===== src/adc_cfg_params.svh =====
`ifndef ADC_CFG_PARAMS_SVH
`define ADC_CFG_PARAMS_SVH
`define ADDR_SOFT_RESET 8'h00
`define ADDR_SWING 8'h01
`define ADDR_PERF_ONE 8'h03
`define ADDR_GAIN_PAT 8'h25
`define ADDR_DRIVE 8'h26
`define ADDR_FORMAT 8'h3D
`define ADDR_CUSTOM_HI 8'h3F
`define ADDR_CUSTOM_LO 8'h40
`define ADDR_IF_RISE 8'h41
`define ADDR_FALL_STBY 8'h42
`define ADDR_PDN 8'h43
`define ADDR_PERF_TWO 8'h4A
`define ADDR_PEDESTAL 8'hBF
`define ADDR_OFFS_LOOP 8'hCF
`define ADDR_SLOW_RATE 8'hDF
`define REG_RESET_VALUE 8'h00
`define BIT_READBACK 0
`define BIT_SOFT_RESET 1
`define WORD_BITS 16
`define SWING_DEFAULT 6'h00
`define RAMP_DIV 4
`define TOGGLE_A 12'h555
`define TOGGLE_B 12'hAAA
`define FMT_STRAP 2'h0
`define FMT_TWOS 2'h2
`define FMT_OFFSET 2'h3
`endif


===== src/adc_cfg_pkg.sv =====
package adc_cfg_pkg;
    typedef enum logic [2:0] {
        pat_normal, pat_zeros, pat_ones, pat_toggle,
        pat_ramp, pat_custom, pat_unused_a, pat_unused_b
    } pattern_e;
endpackage


===== src/adc_config_register_bank.sv =====
// Notes on behaviour
// - one write updates all fields of a register
// - soft reset bit restores defaults, self-clears
// - readback bit selects shared pin function
// - swing code picks differential swing level
// - swing code applies only with override enabled
// - gain field, half-dB steps, 0 to 6 dB
// - gain bypass; gain needs fast path disabled
// - patterns: normal, all zeros, all ones
// - toggle pattern alternates 555h and AAAh
// - ramp advances one code per four samples
// - custom pattern from 3Fh and 40h
// - clock driver strength double select
// - data driver strength double select
// - 16-bit words shifted on falling serial edge
// - readback mode blocks writes except 00h
// - number format from strap or forced
`timescale 1ns/1ns
`include "adc_cfg_params.svh"
module adc_config_register_bank #(
    parameter int DATA_WIDTH = 12
) (
    input wire logic ref_clk,
    input wire logic reset_n,
    input wire logic serial_clk,
    input wire logic serial_select_n,
    input wire logic serial_data_pin,
    input wire logic overvoltage,
    input wire logic format_strap_pin,
    input wire logic [DATA_WIDTH-1:0] conv_data,
    output logic overrange_readback_pin,
    output logic [DATA_WIDTH-1:0] sample_out,
    output logic [5:0] swing_code,
    output logic clock_driver_double,
    output logic data_driver_double,
    output logic [3:0] gain_code,
    output logic gain_active,
    output logic twos_complement,
    output logic [1:0] perf_boost_one,
    output logic perf_boost_two,
    output logic [7:0] interface_and_clock_rise,
    output logic [7:0] clock_fall_and_standby,
    output logic [7:0] power_down_ctrl,
    output logic [7:0] offset_pedestal_ctrl,
    output logic [7:0] offset_loop_ctrl,
    output logic [7:0] slow_rate_ctrl
);
    // register storage
    logic [7:0] soft_reset_and_readback, output_swing_ctrl;
    logic [7:0] perf_mode_one_ctrl, gain_and_pattern_ctrl;
    logic [7:0] output_drive_strength, format_and_offset_ctrl;
    logic [7:0] custom_word_high, custom_word_low, perf_mode_two_ctrl;
    logic [7:0] reg_if, reg_fall, reg_pdn, reg_ped, reg_loop, reg_slow;
    // serial interface state
    logic clk_s1, clk_s2, clk_s3, sel_s1, sel_s2, dat_s1, dat_s2;
    logic [3:0] bit_cnt;
    logic [14:0] shift;
    logic [3:0] next_bit_cnt;
    logic [14:0] next_shift;
    logic wr_stb;
    logic [15:0] wr_word;
    logic [7:0] rd_shift, next_rd_shift;
    // pattern state
    logic [1:0] ramp_div;
    logic [DATA_WIDTH-1:0] ramp_val;
    logic toggle_ph;
    logic [1:0] next_ramp_div;
    logic [DATA_WIDTH-1:0] next_ramp_val;
    logic next_toggle_ph;
    logic [DATA_WIDTH-1:0] next_sample;
    logic fast_path_disable;
    logic swing_override_enable;
    logic next_pin, next_gain_active, next_twos;
    logic [5:0] next_swing;

    function automatic logic [7:0] read_reg(input logic [7:0] a);
        unique case (a)
            `ADDR_SWING: read_reg = output_swing_ctrl;
            `ADDR_PERF_ONE: read_reg = perf_mode_one_ctrl;
            `ADDR_GAIN_PAT: read_reg = gain_and_pattern_ctrl;
            `ADDR_DRIVE: read_reg = output_drive_strength;
            `ADDR_FORMAT: read_reg = format_and_offset_ctrl;
            `ADDR_CUSTOM_HI: read_reg = custom_word_high;
            `ADDR_CUSTOM_LO: read_reg = custom_word_low;
            `ADDR_IF_RISE: read_reg = reg_if;
            `ADDR_FALL_STBY: read_reg = reg_fall;
            `ADDR_PDN: read_reg = reg_pdn;
            `ADDR_PERF_TWO: read_reg = perf_mode_two_ctrl;
            `ADDR_PEDESTAL: read_reg = reg_ped;
            `ADDR_OFFS_LOOP: read_reg = reg_loop;
            `ADDR_SLOW_RATE: read_reg = reg_slow;
            default: read_reg = 8'h00;
        endcase
    endfunction

    // serial pins sampled twice, serial clock a third time for edge detect; only s2 and later are looked at
    always_ff @(posedge ref_clk) begin
        clk_s1 <= serial_clk;
        clk_s2 <= clk_s1;
        clk_s3 <= clk_s2;
        sel_s1 <= serial_select_n;
        sel_s2 <= sel_s1;
        dat_s1 <= serial_data_pin;
        dat_s2 <= dat_s1;
    end

    wire sclk_fall = clk_s3 & ~clk_s2;

    // shift 16-bit words msb first; excess partial word dropped
    always_comb begin
        next_bit_cnt = bit_cnt;
        next_shift = shift;
        wr_stb = 1'b0;
        wr_word = {shift, dat_s2};
        next_rd_shift = rd_shift;
        if (sel_s2) begin
            next_bit_cnt = 4'h0;
        end else if (sclk_fall) begin
            next_bit_cnt = bit_cnt + 4'h1;
            next_shift = {shift[13:0], dat_s2};
            next_rd_shift = {rd_shift[6:0], 1'b0};
            if (bit_cnt == 4'h7) begin
                next_rd_shift = read_reg({shift[6:0], dat_s2});
            end
            if (bit_cnt == 4'hF) begin
                wr_stb = 1'b1;
            end
        end
    end

    always_ff @(posedge ref_clk) begin
        if (!reset_n) begin
            bit_cnt <= 4'h0;
            shift <= 15'h0000;
            rd_shift <= 8'h00;
        end else begin
            bit_cnt <= next_bit_cnt;
            shift <= next_shift;
            rd_shift <= next_rd_shift;
        end
    end

    wire [7:0] wa = wr_word[15:8];
    wire [7:0] wd = wr_word[7:0];
    wire readback_on = soft_reset_and_readback[`BIT_READBACK];
    wire soft_rst = soft_reset_and_readback[`BIT_SOFT_RESET];
    wire wr_ok = wr_stb & (~readback_on | (wa == `ADDR_SOFT_RESET));

    // register writes: whole byte stored at once, except 00h which keeps only bits 1:0
    always_ff @(posedge ref_clk) begin
        if (!reset_n || soft_rst) begin
            soft_reset_and_readback <= `REG_RESET_VALUE;
            output_swing_ctrl <= `REG_RESET_VALUE;
            perf_mode_one_ctrl <= `REG_RESET_VALUE;
            gain_and_pattern_ctrl <= `REG_RESET_VALUE;
            output_drive_strength <= `REG_RESET_VALUE;
            format_and_offset_ctrl <= `REG_RESET_VALUE;
            custom_word_high <= `REG_RESET_VALUE;
            custom_word_low <= `REG_RESET_VALUE;
            reg_if <= `REG_RESET_VALUE;
            reg_fall <= `REG_RESET_VALUE;
            reg_pdn <= `REG_RESET_VALUE;
            perf_mode_two_ctrl <= `REG_RESET_VALUE;
            reg_ped <= `REG_RESET_VALUE;
            reg_loop <= `REG_RESET_VALUE;
            reg_slow <= `REG_RESET_VALUE;
        end else if (wr_ok) begin
            // unmapped addresses fall through untouched
            unique case (wa)
                `ADDR_SOFT_RESET: soft_reset_and_readback <= {6'h00, wd[1:0]};
                `ADDR_SWING: output_swing_ctrl <= wd;
                `ADDR_PERF_ONE: perf_mode_one_ctrl <= wd;
                `ADDR_GAIN_PAT: gain_and_pattern_ctrl <= wd;
                `ADDR_DRIVE: output_drive_strength <= wd;
                `ADDR_FORMAT: format_and_offset_ctrl <= wd;
                `ADDR_CUSTOM_HI: custom_word_high <= wd;
                `ADDR_CUSTOM_LO: custom_word_low <= wd;
                `ADDR_IF_RISE: reg_if <= wd;
                `ADDR_FALL_STBY: reg_fall <= wd;
                `ADDR_PDN: reg_pdn <= wd;
                `ADDR_PERF_TWO: perf_mode_two_ctrl <= wd;
                `ADDR_PEDESTAL: reg_ped <= wd;
                `ADDR_OFFS_LOOP: reg_loop <= wd;
                `ADDR_SLOW_RATE: reg_slow <= wd;
                default: ;
            endcase
        end
    end

    assign fast_path_disable = reg_fall[3];
    assign swing_override_enable = reg_pdn[1] & reg_pdn[0];

    // pattern generator; ramp and toggle run every sample
    always_comb begin
        next_ramp_div = ramp_div + 2'h1;
        next_ramp_val = ramp_val;
        if (ramp_div == 2'(`RAMP_DIV - 1)) begin
            next_ramp_val = ramp_val + 12'h001;
        end
        next_toggle_ph = ~toggle_ph;
        unique case (adc_cfg_pkg::pattern_e'(gain_and_pattern_ctrl[2:0]))
            adc_cfg_pkg::pat_normal: next_sample = conv_data;
            adc_cfg_pkg::pat_zeros: next_sample = 12'h000;
            adc_cfg_pkg::pat_ones: next_sample = 12'hFFF;
            adc_cfg_pkg::pat_toggle:
                next_sample = toggle_ph ? `TOGGLE_B : `TOGGLE_A;
            adc_cfg_pkg::pat_ramp: next_sample = ramp_val;
            adc_cfg_pkg::pat_custom:
                next_sample = {custom_word_high,
                               custom_word_low[7:4]};
            default: next_sample = conv_data; // unused codes
        endcase
    end

    // output selections; the flops below only register them
    always_comb begin
        next_pin = readback_on ? rd_shift[7] : overvoltage;
        next_swing = swing_override_enable ? output_swing_ctrl[7:2]
                                           : `SWING_DEFAULT;
        next_gain_active = ~gain_and_pattern_ctrl[3]
                           & fast_path_disable;
        unique case (format_and_offset_ctrl[7:6])
            `FMT_TWOS: next_twos = 1'b1;
            `FMT_OFFSET: next_twos = 1'b0;
            default: next_twos = format_strap_pin;
        endcase
    end

    // outputs all registered; overvoltage is passed with one delay
    always_ff @(posedge ref_clk) begin
        if (!reset_n) begin
            ramp_div <= 2'h0;
            ramp_val <= 12'h000;
            toggle_ph <= 1'b0;
            sample_out <= 12'h000;
            overrange_readback_pin <= 1'b0;
            swing_code <= `SWING_DEFAULT;
            clock_driver_double <= 1'b0;
            data_driver_double <= 1'b0;
            gain_code <= 4'h0;
            gain_active <= 1'b0;
            twos_complement <= 1'b0;
            perf_boost_one <= 2'h0;
            perf_boost_two <= 1'b0;
            interface_and_clock_rise <= 8'h00;
            clock_fall_and_standby <= 8'h00;
            power_down_ctrl <= 8'h00;
            offset_pedestal_ctrl <= 8'h00;
            offset_loop_ctrl <= 8'h00;
            slow_rate_ctrl <= 8'h00;
        end else begin
            ramp_div <= next_ramp_div;
            ramp_val <= next_ramp_val;
            toggle_ph <= next_toggle_ph;
            sample_out <= next_sample;
            overrange_readback_pin <= next_pin;
            swing_code <= next_swing;
            clock_driver_double <= output_drive_strength[1];
            data_driver_double <= output_drive_strength[0];
            gain_code <= gain_and_pattern_ctrl[7:4];
            gain_active <= next_gain_active;
            twos_complement <= next_twos;
            perf_boost_one <= perf_mode_one_ctrl[1:0];
            perf_boost_two <= perf_mode_two_ctrl[0];
            interface_and_clock_rise <= reg_if;
            clock_fall_and_standby <= reg_fall;
            power_down_ctrl <= reg_pdn;
            offset_pedestal_ctrl <= reg_ped;
            offset_loop_ctrl <= reg_loop;
            slow_rate_ctrl <= reg_slow;
        end
    end

    // checks
    a_soft_reset_clear: assert property (@(posedge ref_clk)
        disable iff (!reset_n) soft_rst |=> (output_swing_ctrl == 8'h00
        && !soft_reset_and_readback[`BIT_SOFT_RESET]))
        else $error("soft reset did not clear registers");
    // any word not aimed at 00h must leave swing, drive and gain/pattern registers alone in readback
    a_readback_blocks: assert property (@(posedge ref_clk)
        disable iff (!reset_n) (readback_on && wr_stb && !soft_rst
        && wa != `ADDR_SOFT_RESET) |=> $stable({output_swing_ctrl,
        output_drive_strength, gain_and_pattern_ctrl}))
        else $error("write got through in readback mode");
    a_swing_default: assert property (@(posedge ref_clk)
        disable iff (!reset_n) !swing_override_enable
        |=> swing_code == `SWING_DEFAULT)
        else $error("swing code leaked without override");
    a_swing_apply: assert property (@(posedge ref_clk)
        disable iff (!reset_n) swing_override_enable
        |=> swing_code == $past(output_swing_ctrl[7:2]))
        else $error("swing code not applied");
    a_pin_select: assert property (@(posedge ref_clk)
        disable iff (!reset_n) !readback_on
        |=> overrange_readback_pin == $past(overvoltage))
        else $error("pin not showing overvoltage");
    a_readback_pin: assert property (@(posedge ref_clk)
        disable iff (!reset_n) readback_on
        |=> overrange_readback_pin == $past(rd_shift[7]))
        else $error("pin not showing readback data");
    a_toggle_pattern: assert property (@(posedge ref_clk)
        disable iff (!reset_n || soft_rst) (gain_and_pattern_ctrl[2:0]
        == 3'h3)[*2] |-> sample_out != $past(sample_out))
        else $error("toggle pattern did not alternate");
    a_ramp_step: assert property (@(posedge ref_clk)
        disable iff (!reset_n) (gain_and_pattern_ctrl[2:0] == 3'h4
        && ramp_div == 2'h3) |=> ramp_val == $past(ramp_val) + 12'h001)
        else $error("ramp step wrong");
    a_custom_word: assert property (@(posedge ref_clk)
        disable iff (!reset_n) gain_and_pattern_ctrl[2:0] == 3'h5
        |=> sample_out == {$past(custom_word_high),
        $past(custom_word_low[7:4])})
        else $error("custom pattern mismatch");
    a_zero_pattern: assert property (@(posedge ref_clk)
        disable iff (!reset_n) gain_and_pattern_ctrl[2:0] == 3'h1
        |=> sample_out == '0)
        else $error("zeros pattern wrong");
    a_ones_pattern: assert property (@(posedge ref_clk)
        disable iff (!reset_n) gain_and_pattern_ctrl[2:0] == 3'h2
        |=> sample_out == '1)
        else $error("ones pattern wrong");
    a_gain_enable: assert property (@(posedge ref_clk)
        disable iff (!reset_n) gain_and_pattern_ctrl[3]
        |=> !gain_active)
        else $error("gain active while bypassed");
    a_gain_code: assert property (@(posedge ref_clk)
        disable iff (!reset_n) 1'b1
        |=> gain_code == $past(gain_and_pattern_ctrl[7:4]))
        else $error("gain code not copied");
    a_drive_copy: assert property (@(posedge ref_clk)
        disable iff (!reset_n) 1'b1 |=> {clock_driver_double,
        data_driver_double} == $past(output_drive_strength[1:0]))
        else $error("drive strength bits not copied");
    a_format_force: assert property (@(posedge ref_clk)
        disable iff (!reset_n) format_and_offset_ctrl[7:6] == `FMT_TWOS
        |=> twos_complement)
        else $error("twos complement not forced");
    a_word_strobe: assert property (@(posedge ref_clk)
        disable iff (!reset_n || soft_rst) (wr_ok && wa == `ADDR_DRIVE)
        |=> output_drive_strength == $past(wd))
        else $error("drive register missed a whole word");
    c_write: cover property (@(posedge ref_clk) wr_ok);
    c_toggle: cover property (@(posedge ref_clk)
        gain_and_pattern_ctrl[2:0] == 3'h3);
    c_readback: cover property (@(posedge ref_clk) readback_on && wr_stb);
    c_soft: cover property (@(posedge ref_clk) soft_rst);
    c_ramp: cover property (@(posedge ref_clk) ramp_val == 12'hFFF);
endmodule // adc_config_register_bank


===== config.mk =====
export PLATFORM = sky130hd
export DESIGN_NAME = adc_config_register_bank
export DESIGN_NICKNAME = d
export VERILOG_FILES = /design/src/adc_cfg_pkg.sv /design/src/adc_config_register_bank.sv
export VERILOG_INCLUDE_DIRS = /design/src
export SDC_FILE = /design/constraint.sdc
export NUM_CORES = 1
export LEC_CHECK = 0
export BUFFER_PORTS_ARGS = -buffer_cell sky130_fd_sc_hd__buf_2
export CORE_ASPECT_RATIO = 0.75
export CORE_MARGIN = 4
export CORE_UTILIZATION = 55
export CTS_CLUSTER_SIZE = 8
export DETAILED_ROUTE_END_ITERATION = 8
export PLACE_DENSITY_LB_ADDON = 0.12
export SLEW_MARGIN = 20
export SYNTH_ARGS = -nofsm -noshare
export SYNTH_HDL_FRONTEND = slang
export SYNTH_SLANG_ARGS = --single-unit

===== constraint.sdc =====
create_clock -name ref_clk -period 6.45 [get_ports ref_clk]
set_input_delay 0.9675 -clock ref_clk [delete_from_list [all_inputs] [get_ports ref_clk]]
set_output_delay 0.9675 -clock ref_clk [all_outputs]
set_load 0.005 [all_outputs]

==> results_dict.tcl, run 1 <==
set metrics [dict create \
    status "complete, no violations" \
    pre_cts_slack_ns 3.321 \
    overflow 0 \
    period_needed_ns 2.939 \
    synth_compound_area_share_pct 10.45 \
    yosys-top-cells-area "dfxtp_1 50%, mux2i_1 12%, and2_1 5.3%, nor2_1 4.6%, nand2_1 3.7%" \
    synth_warnings 0 \
    layout_setup_ws_ns 3.511 \
    syn_avg_cell_area_um2 9.535 \
    synthAdderAreaFrac_pct 0.3890 \
    drtPass1Iterations 5 \
    regMostFlops "shift" \
    drt_iter0_drc 627 \
    fp.dieH_um 122.7 \
    p_sw_share_pct 20.42 \
    r2r-end "gain_and_pattern_ctrl[2]$_SDFFE_PP0P_" \
    hpwl_um 15620 \
    synth_edf_count 0 \
    maxCapViolCount 0 \
    synth_seq_cells 241 \
    synth_nets 1034 \
    min_to "clk_s2$_DFF_P_" \
    cts.clk_slew.worst_paths_ns 0.05 \
    vias 7451 \
    critical-path-top-delay-family "simple AND/OR/NAND/NOR gates" \
    ys_seq_area_share_pct 50.00 \
    clockBufferDepth 3 \
    fp.dieArea_um2 19750 \
    reg2reg_from "bit_cnt[0]$_SDFFE_PP0P_" \
    fp.dieW_um 160.9 \
    whs_ns 0.3222 \
    relSlewSlack_pct 23.62 \
    cts_hold_buf 0 \
    yosys.area.top_type_share_pct 50.00 \
    combPwrFrac_pct 2.4 \
    track_usage_pct 24.06 \
    clock_sinks 241 \
    place.port_buffers 96 \
    ir_worst_vdd_v 0.0001779 \
    grt_max_degree 114 \
    worstPathCellList "ha_1 -> nand4b_1 -> nor3_1 -> nand2_1 -> nor2b_1 -> mux2i_1 -> nor2_1" \
    hold_path_startpoint "clk_s1$_DFF_P_" \
    drive_gt1_share_pct 15.83 \
    max_stage_delay_ns 0.96 \
    yosysMostFrequentCell "dfxtp_1" \
    top_regs "shift x15, ramp_val x12, sample_out x12" \
    areaGrowthSynthToFinish_pct 15.56 \
    cts_root_buffer "clkbuf_16" \
    min_path_cells 0 \
    finalWirelength_um 24090 \
    grt_pass1_vias 6852 \
    start_util_pct 56.66 \
    r2r_setup_slack_ns 3.51 \
    avgRoutedWirePerCell_um 18.31 \
    netlist_area_um2 9649 \
    critPathArrivalTime_ns 3.28 \
    critPathRequiredTime_ns 6.79 \
    pwr-share-seq_pct 47.4 \
    nNetsFinal 1101 \
    critPathSlowestCell "nor2b_1" \
    clockPowerShare_pct 50.1 \
    clkLatencyLatePin_ns 0.49 \
    worst-path-max-fanout 11 \
    core_area_um2 17030 \
    synth.area.mux_share_pct 14.09 \
    critPathBufInv 0 \
    hold_class "flop to flop" \
    end_kind "flop" \
    fmax_mhz 340.2 \
    tightest_slew_ns 1.143 \
    hold_viol 0 \
    yosys.area.top_type "dfxtp_1" \
    antenna_found_initial 0 \
    io_pins 97 \
    grt_pass1_wl_um 38050 \
    fp-row-count 41 \
    ys.flop_type "dfxtp_1" \
    yosysUniqueCellTypes 60 \
    ff2ff_path_depth 7 \
    synth_top_family_by_area "simple AND/OR/NAND/NOR gates" \
    cts_resized 0 \
    gp_congestion 0.9018 \
    antenna-diode-count 0 \
    multi_input_area_um2 4496 \
    slew_violations 0 \
    drtAntennaViolNets 0 \
    post_cts_buffers 0 \
    netlist_instances 1012 \
    drc 0 \
    p_sw_uw 649.9 \
    ys_top_cells_by_count "241 x dfxtp_1, 119 x mux2i_1, 118 x nor2_1, 94 x nand2_1, 81 x and2_1" \
    async_reset_ff_share_pct 0 \
    via_per_inst 5.662 \
    fin_skew_ns 0.01476 \
    yosys.area_share.simple_pct 20.31 \
    p_leak_nw 4.697 \
    numCtsBuffers 36 \
    nFillCells 1440 \
    synth-xor-area-share_pct 1.271 \
    fin_tns_setup_ns 0 \
    setup_violations 0 \
    power.density_nw_per_um2 285.4 \
    fin_crit_sh_pct 45.57 \
    tritoncts "done" \
    finalPower_mw 3.182 \
    crit_type "flop to flop" \
    regArea_um2 4825 \
    largest_reg_flops 15 \
    power.internal_mw 2.533 \
    cts_max_level 2 \
    rsz0062_at_grt "false" \
    cp-start-kind "flop" \
]
[how the worst max path moves through the flow]
stage,start,end,cells after the start
3_3_place_gp,reset_n,reg_pdn[6]$_SDFFE_PP0P_,5
2_1_floorplan,bit_cnt[0]$_SDFFE_PP0P_,reg_slow[0]$_SDFFE_PP0P_,9
4_1_cts,bit_cnt[0]$_SDFFE_PP0P_,gain_and_pattern_ctrl[2]$_SDFFE_PP0P_,7
3_5_place_dp,reset_n,reg_if[1]$_SDFFE_PP0P_,5
6_report,bit_cnt[0]$_SDFFE_PP0P_,gain_and_pattern_ctrl[2]$_SDFFE_PP0P_,7
5_1_grt,bit_cnt[0]$_SDFFE_PP0P_,gain_and_pattern_ctrl[4]$_SDFFE_PP0P_,7
[cells in the final DEF (no fill, tap or decap), drive strengths merged, types with 6 or more instances in the layout]
| cell | n |
|---|---|
| a21boi | 15 |
| a21oi | 37 |
| a22o | 6 |
| a22oi | 17 |
| and2 | 81 |
| and3 | 8 |
| buf | 109 |
| clkbuf | 38 |
| dfxtp | 241 |
| mux2i | 119 |
| nand2 | 95 |
| nand3 | 22 |
| nand4 | 10 |
| nor2 | 120 |
| nor2b | 15 |
| nor3 | 11 |
| o2111a | 12 |
| o21ai | 34 |
| o22ai | 6 |
| xnor2 | 10 |
[routing by layer]
metal | track usage [%] | share of wire (%) | vias up
met4 | 6.180 | 1.5 | 0
met3 | 5.102 | 8.4 | 36
met2 | 35.04 | 42 | 296
met5 | 0 | 0 | -
met1 | 36.36 | 48 | 3524
li1 | - | - | 3595
[layout make-up]
type / instances / area share, %
multi-input cells: 686 / 40.32
repair buffers: 109 / 5.184
flip-flops and latches: 241 / 43.27
inverters: 5 / 0.1683
well taps: 236 / 2.648
clock inverters: 1 / 0.07855
clock buffers: 38 / 8.337
[worst register-to-register path: stages (launching register included)]
cell and delay, ns:
dfxtp_1 0.36, ha_1 0.21, nand4b_1 0.17, nor3_1 0.42
nand2_1 0.34, nor2b_1 0.96, mux2i_1 0.28, nor2_1 0.06
[logic make-up (layout without fill, tap and decap cells)]
kind of cell             count (synthesis)  in the layout
AND/OR/NAND/NOR                        391            391
flip-flops                             241            241
AO/OA/AOI/OAI                          149            149
multiplexers                           129            129
buffers and inverters                   85            153
XOR/XNOR                                14             14
adder cells (fa/ha/maj)                  3              3
[power by group through the flow]
stage / Sequential (mW) / Clock, mW / Combinational, mW
final: 1.51 / 1.60 / 0.0770
after global routing: 1.51 / 1.70 / 0.0854
after global placement: 1.54 / 0 / 0.0762
after floorplan: 1.54 / 0 / 0.0515
after CTS: 1.51 / 1.62 / 0.0770
after detailed placement: 1.54 / 0 / 0.0766
[through the flow]
step / utilization, % / cells / cell area (um^2)
6_report: 65.47 / 1316 / 11150
5_1_grt: 65.47 / 1316 / 11150
4_1_cts: 65.47 / 1316 / 11150
3_5_place_dp: 59.96 / 1277 / 10210
3_3_place_gp: 59.96 / 1277 / 10210
2_1_floorplan: - / 1012 / 9649
(Power assumes the default switching activity.)
==> run 2: changes to the inputs <==
- ABC_AREA: unset -> 1
- CORE_UTILIZATION: 55 -> 53
- clock period: 6.45 -> 2.7 ns (I/O delays scaled with it)
==> run 2 against run 1 <==
Against the previous run: worst hold slack got worse by 0.31 ns; via count up 18%; clock power rose by 140%; non-clock buffer count grew 32; sequential power grew 140%; clock skew up 0.0082 ns; first-iteration DRC count up 70%; flip-flop and latch count stayed put; critical path depth up 2; die area increased by 2.5%; routed wire length up 20%; highest routed layer unchanged.
==> results_dict.tcl, run 2 <==
set metrics [dict create \
    status "complete, no violations" \
    fp-row-count 42 \
    min_path_cells 1 \
    yosysMostFrequentCell "dfxtp_1" \
    period_needed_ns 2.584 \
    overflow 0 \
    layout_commonest_cell "dfxtp_1" \
    synth_seq_cells 241 \
    top_regs "shift x15, ramp_val x12, sample_out x12" \
    min_to "dat_s1$_DFF_P_" \
    vias 8795 \
    via_per_inst 5.409 \
    ir_worst_vdd_v 0.0004853 \
    end_kind "flop" \
    fin_skew_ns 0.02297 \
    drtPass1Iterations 5 \
    synth_edf_count 0 \
    slew_violations 0 \
    ff2ff_path_depth 9 \
    clockBufferDepth 3 \
    yosys.area.top_type_share_pct 50.52 \
    critPathRequiredTime_ns 3.14 \
    io_pins 97 \
    ys_top_cells_by_count "241 x dfxtp_1, 176 x inv_1, 166 x nand2_1, 156 x a21oi_1, 145 x o21ai_0" \
    finalWirelength_um 28870 \
    regMostFlops "shift" \
    utilization_pct 64.49 \
    fmax_mhz 387.0 \
    setup_violations 0 \
    fin_crit_sh_pct 95.69 \
    netlist_area_um2 9549 \
    areaGrowthSynthToFinish_pct 19.25 \
    antenna_found_initial 0 \
    avgRoutedWirePerCell_um 17.75 \
    grt_pass1_wl_um 44620 \
    yosys.area.top_type "dfxtp_1" \
    tritoncts "done" \
    hpwl_um 20260 \
    hold_viol 0 \
    grt_max_degree 91 \
    drt_iter0_drc 1066 \
    yosysUniqueCellTypes 31 \
    fp.dieArea_um2 20250 \
    maxCapViolCount 0 \
    critPathArrivalTime_ns 3.02 \
    synth_warnings 0 \
    drtAntennaViolNets 0 \
    layout_common_cells "241 x dfxtp_1, 176 x inv_1, 166 x nand2_1" \
    reg2reg_from "shift[1]$_SDFFE_PN0P_" \
    async_reset_ff_share_pct 0 \
    nNetsFinal 1403 \
    fp.dieW_um 163.0 \
    hold_path_startpoint "serial_data_pin" \
    synth_nets 1288 \
    cts_root_buffer "clkbuf_16" \
    gp_congestion 1.062 \
    crit_type "flop to flop" \
    ys.flop_type "dfxtp_1" \
    clkLatencyLatePin_ns 0.51 \
    cp-start-kind "flop" \
    fp.dieH_um 124.2 \
    ys_seq_area_share_pct 50.52 \
    rsz0062_at_grt "false" \
    numCtsBuffers 36 \
    clock_sinks 241 \
    track_usage_pct 28.07 \
    netlist_instances 1266 \
    hold_class "primary input to flop" \
    drive_gt1_share_pct 15.39 \
    tightest_slew_ns 0.8993 \
    fin_tns_setup_ns 0 \
    syn_avg_cell_area_um2 7.543 \
    r2r_setup_slack_ns 0.12 \
    cts.clk_slew.worst_paths_ns 0.05 \
    core_area_um2 17660 \
    r2r-end "rd_shift[3]$_SDFFE_PN0P_" \
    grt_pass1_vias 7996 \
    power.density_nw_per_um2 690.1 \
    place.port_buffers 96 \
    p_leak_nw 5.212 \
    worst-path-max-fanout 14 \
    relSlewSlack_pct 40.04 \
    start_util_pct 54.08 \
    largest_reg_flops 15 \
    cts_max_level 2 \
    yosys-top-cells-area "dfxtp_1 51%, a21oi_1 8.2%, o21ai_0 7.6%, inv_1 6.9%, nand2_1 6.5%" \
    antenna-diode-count 0 \
    drc 0 \
]
[run 2: worst max path at each step]
stage,startpoint,to,slack [ns],cells past startpoint
2_1_floorplan,ramp_div[0]$_SDFF_PN0_,ramp_val[11]$_SDFFE_PN0N_,1.04,9
3_3_place_gp,shift[2]$_SDFFE_PN0P_,rd_shift[3]$_SDFFE_PN0P_,-0.005,9
3_5_place_dp,shift[2]$_SDFFE_PN0P_,rd_shift[3]$_SDFFE_PN0P_,-0.05,9
4_1_cts,shift[2]$_SDFFE_PN0P_,rd_shift[3]$_SDFFE_PN0P_,0.28,9
5_1_grt,shift[2]$_SDFFE_PN0P_,rd_shift[5]$_SDFFE_PN0P_,0.01,9
6_report,shift[1]$_SDFFE_PN0P_,rd_shift[3]$_SDFFE_PN0P_,0.12,9
[run 2: timing repair]
action                     in CTS  in global routing
resized for setup               1                  0
hold endpoints to repair        2                  0
setup endpoints to repair       1                  0
hold buffers                    2                  0
setup buffers                   0                  0
[run 2: power by group]
group	internal (mW)	switching (mW)	total (mW)
registers	3.60	0.0301	3.63
clock network	2.41	1.48	3.89
logic	0.102	0.234	0.335
total	6.12	1.74	7.86
[run 2: cells by family (layout without fill, tap and decap cells)]
family / count (synthesis) / after routing / synth area share [%]
fa+ha+maj: 3 / 3 / 0.3931
flops: 241 / 241 / 50.52
buf+inv: 245 / 363 / 10.09
xor+xnor: 1 / 1 / 0.09174
compound gates: 346 / 346 / 18.78
simple gates: 430 / 430 / 20.13
[run 2: stage by stage]
| stage | hold slack [ns] | std cells | power [mW] | worst slack, ns | cell area (um^2) |
|---|---|---|---|---|---|
| 5_1_grt | 0.007160 | 1626 | 8.104 | 0.01466 | 11390 |
| 6_report | 0.01001 | 1626 | 7.858 | 0.1163 | 11390 |
| 3_3_place_gp | 0.3098 | 1583 | 4.023 | -0.005246 | 10410 |
| 3_5_place_dp | 0.3132 | 1583 | 4.025 | -0.05178 | 10410 |
| 4_1_cts | 0.0002452 | 1626 | 7.900 | 0.2831 | 11390 |
| 2_1_floorplan | 0.3096 | 1266 | 3.893 | 1.043 | 9549 |
[run 2: metal layers]
metal  part of all wire (%)  routed length, um  GRT usage (%)
met5                      0                  0              0
met3                     11               3119          7.025
met4                    2.0                589          8.432
met1                     46              13270          42.43
met2                     41              11890          39.34
[run 2: cell type report]
cell class / instances / area [um^2]
Fill cell: 1600 / 6270
Multi-Input combinational cell: 780 / 3774
Sequential cell: 241 / 4825
Clock buffer: 38 / 929.6
Tap cell: 242 / 302.8
Inverter: 181 / 681.9
Timing Repair Buffer: 141 / 848.3
Clock inverter: 3 / 26.28
[run 2: critical path, stage by stage (launching register included)]
cell and delay, ns:
dfxtp_1 0.47, inv_1 0.13, nand2_1 0.17, nor2_2 0.59
nand2_1 0.29, o21ai_0 0.49, nor2_1 0.10, nand2_1 0.07
o21ai_0 0.07, a21oi_1 0.13
==> run 3: changes to the inputs <==
- ABC_AREA: 1 -> 0
==> run 3 against run 2 <==
Against the previous run: setup slack better by 0.068 ns; first-iteration DRC count down 28%; core utilization down 0.28 points; combinational power down 42%; final cell count down 17%; register-to-register slack better by 0.07 ns; maximum frequency up 2.7%; routed wire length down 13%; clock power down 3%; via count down 14%; power down 3.4%; critical path type unchanged; largest cell class unchanged; largest power group unchanged.
==> results_dict.tcl, run 3 (same netlist as run 1, synthesis figures left out) <==
set metrics [dict create \
    cts.clk_slew.worst_paths_ns 0.05 \
    io_pins 97 \
    hpwl_um 17510 \
    maxCapViolCount 0 \
    nFillCells 1489 \
    cp-start-kind "flop" \
    drtAntennaViolNets 0 \
    hold_viol 0 \
    track_usage_pct 24.52 \
    finalWirelength_um 24990 \
    fmax_mhz 397.4 \
    regMostFlops "shift" \
    layout_common_cells "241 x dfxtp_1, 119 x mux2i_1, 118 x nor2_1" \
    cts_max_level 2 \
    tightest_slew_ns 0.9531 \
    post_cts_buffers 0 \
    worst-path-max-fanout 8 \
    cts_root_buffer "clkbuf_16" \
    via_per_inst 5.576 \
    slew_violations 0 \
    ir_worst_vdd_v 0.0004719 \
    clockBufferDepth 3 \
    grt_pass1_vias 6989 \
    grt_max_degree 66 \
    dpl_cell_area_um2 10470 \
    areaGrowthSynthToFinish_pct 18.20 \
    gp_congestion 0.9372 \
    drc 0 \
    cts_hold_buf 0 \
    grt_pass1_wl_um 39990 \
    min_path_cells 1 \
    power.density_nw_per_um2 665.7 \
    fin_area_um2 11410 \
    fp.dieH_um 124.9 \
    place.port_buffers 96 \
    clock_sinks 241 \
    rsz0062_at_grt "false" \
    start_util_pct 54.33 \
    drive_gt1_share_pct 18.33 \
    vias 7556 \
    fp.dieW_um 163.8 \
    hold_class "primary input to flop" \
    numCtsBuffers 36 \
    drtPass1Iterations 5 \
    period_needed_ns 2.516 \
    core_area_um2 17760 \
    cts_resized 0 \
    overflow 0 \
    critPathArrivalTime_ns 2.85 \
    avgRoutedWirePerCell_um 18.44 \
    p_leak_nw 4.864 \
    antenna-diode-count 0 \
    fp-row-count 42 \
    largest_reg_flops 15 \
    critPathRequiredTime_ns 3.04 \
    nNetsFinal 1134 \
    top_regs "shift x15, ramp_val x12, sample_out x12" \
    drt_iter0_drc 763 \
    end_kind "flop" \
    fin_skew_ns 0.01341 \
    status "complete, no violations" \
    antenna_found_initial 1 \
    clkLatencyLatePin_ns 0.49 \
    relSlewSlack_pct 36.33 \
    tritoncts "done" \
    layout_commonest_cell "dfxtp_1" \
    fp.dieArea_um2 20450 \
    fin_tns_setup_ns 0 \
    ff2ff_path_depth 7 \
    crit_type "flop to flop" \
    fin_crit_sh_pct 93.19 \
    setup_violations 0 \
]
[run 3: cell count changes in the layout (fill, tap and decap cells not counted), sizes merged, moves of 10 or more]
cell | before | now
o2111a | 0 | 12
xnor2 | 0 | 10
a21oi | 156 | 37
nand2 | 171 | 95
and2 | 0 | 81
nand3 | 111 | 22
a22oi | 0 | 17
mux2i | 0 | 119
nor2b | 0 | 15
a21boi | 0 | 15
o21ai | 166 | 34
inv | 182 | 5
[run 3: area by class of cell]
class	instances	area, um^2	area share, %
flip-flops and latches	241	4825	42.30
clock inverters	1	8.758	0.07679
clock buffers	38	929.6	8.151
well taps	242	302.8	2.655
multi-input cells	686	4496	39.41
inverters	5	18.77	0.1645
repair buffers	142	825.8	7.240
[run 3: final timing paths]
| path | start | endpoint | slack (ns) |
|---|---|---|---|
| max | bit_cnt[0]$_SDFFE_PP0P_ | reg_fall[2]$_SDFFE_PP0P_ | 0.18 |
| min | serial_data_pin | dat_s1$_DFF_P_ | 0.02 |
| min reg2reg | sel_s1$_DFF_P_ | sel_s2$_DFF_P_ | 0.32 |
| max reg2reg | bit_cnt[0]$_SDFFE_PP0P_ | reg_fall[2]$_SDFFE_PP0P_ | 0.18 |
[run 3: through the flow]
| step | cells | power (mW) | hold WS [ns] | setup slack (ns) | utilization (%) |
|---|---|---|---|---|---|
| 2_1_floorplan | 1012 | 3.796 | 0.3096 | 0.6350 | - |
| 3_3_place_gp | 1316 | 3.870 | 0.3100 | 0.3008 | 58.93 |
| 3_5_place_dp | 1316 | 3.870 | 0.3143 | 0.2475 | 58.93 |
| 4_1_cts | 1355 | 7.673 | 0.001941 | 0.2301 | 64.22 |
| 5_1_grt | 1355 | 7.865 | 0.001717 | 0.01251 | 64.22 |
| 6_report | 1355 | 7.593 | 0.01987 | 0.1840 | 64.22 |
[run 3: worst max-delay path, cell delays in order, from the launching register on]
cell and delay (ns):
dfxtp_1 0.36, ha_1 0.20, nand4b_1 0.15, or3_1 0.41, nor3_1 0.35, nand3_1 0.53
mux2i_1 0.31, nor2_1 0.06
[run 3: layer usage]
metal	GRT usage [%]	vias to the layer above	routed length [um]
li1	-	3660	-
met1	39.28	3539	12290
met2	32.26	299	9882
met3	5.425	56	2146
met4	7.101	2	643
met5	0	-	19
[run 3: report_power, final]
part	leakage (nW)	switching, mW	internal [mW]
Sequential	1.95	0.0146	3.59
Combinational	2.45	0.124	0.0700
Clock	0.461	1.40	2.39
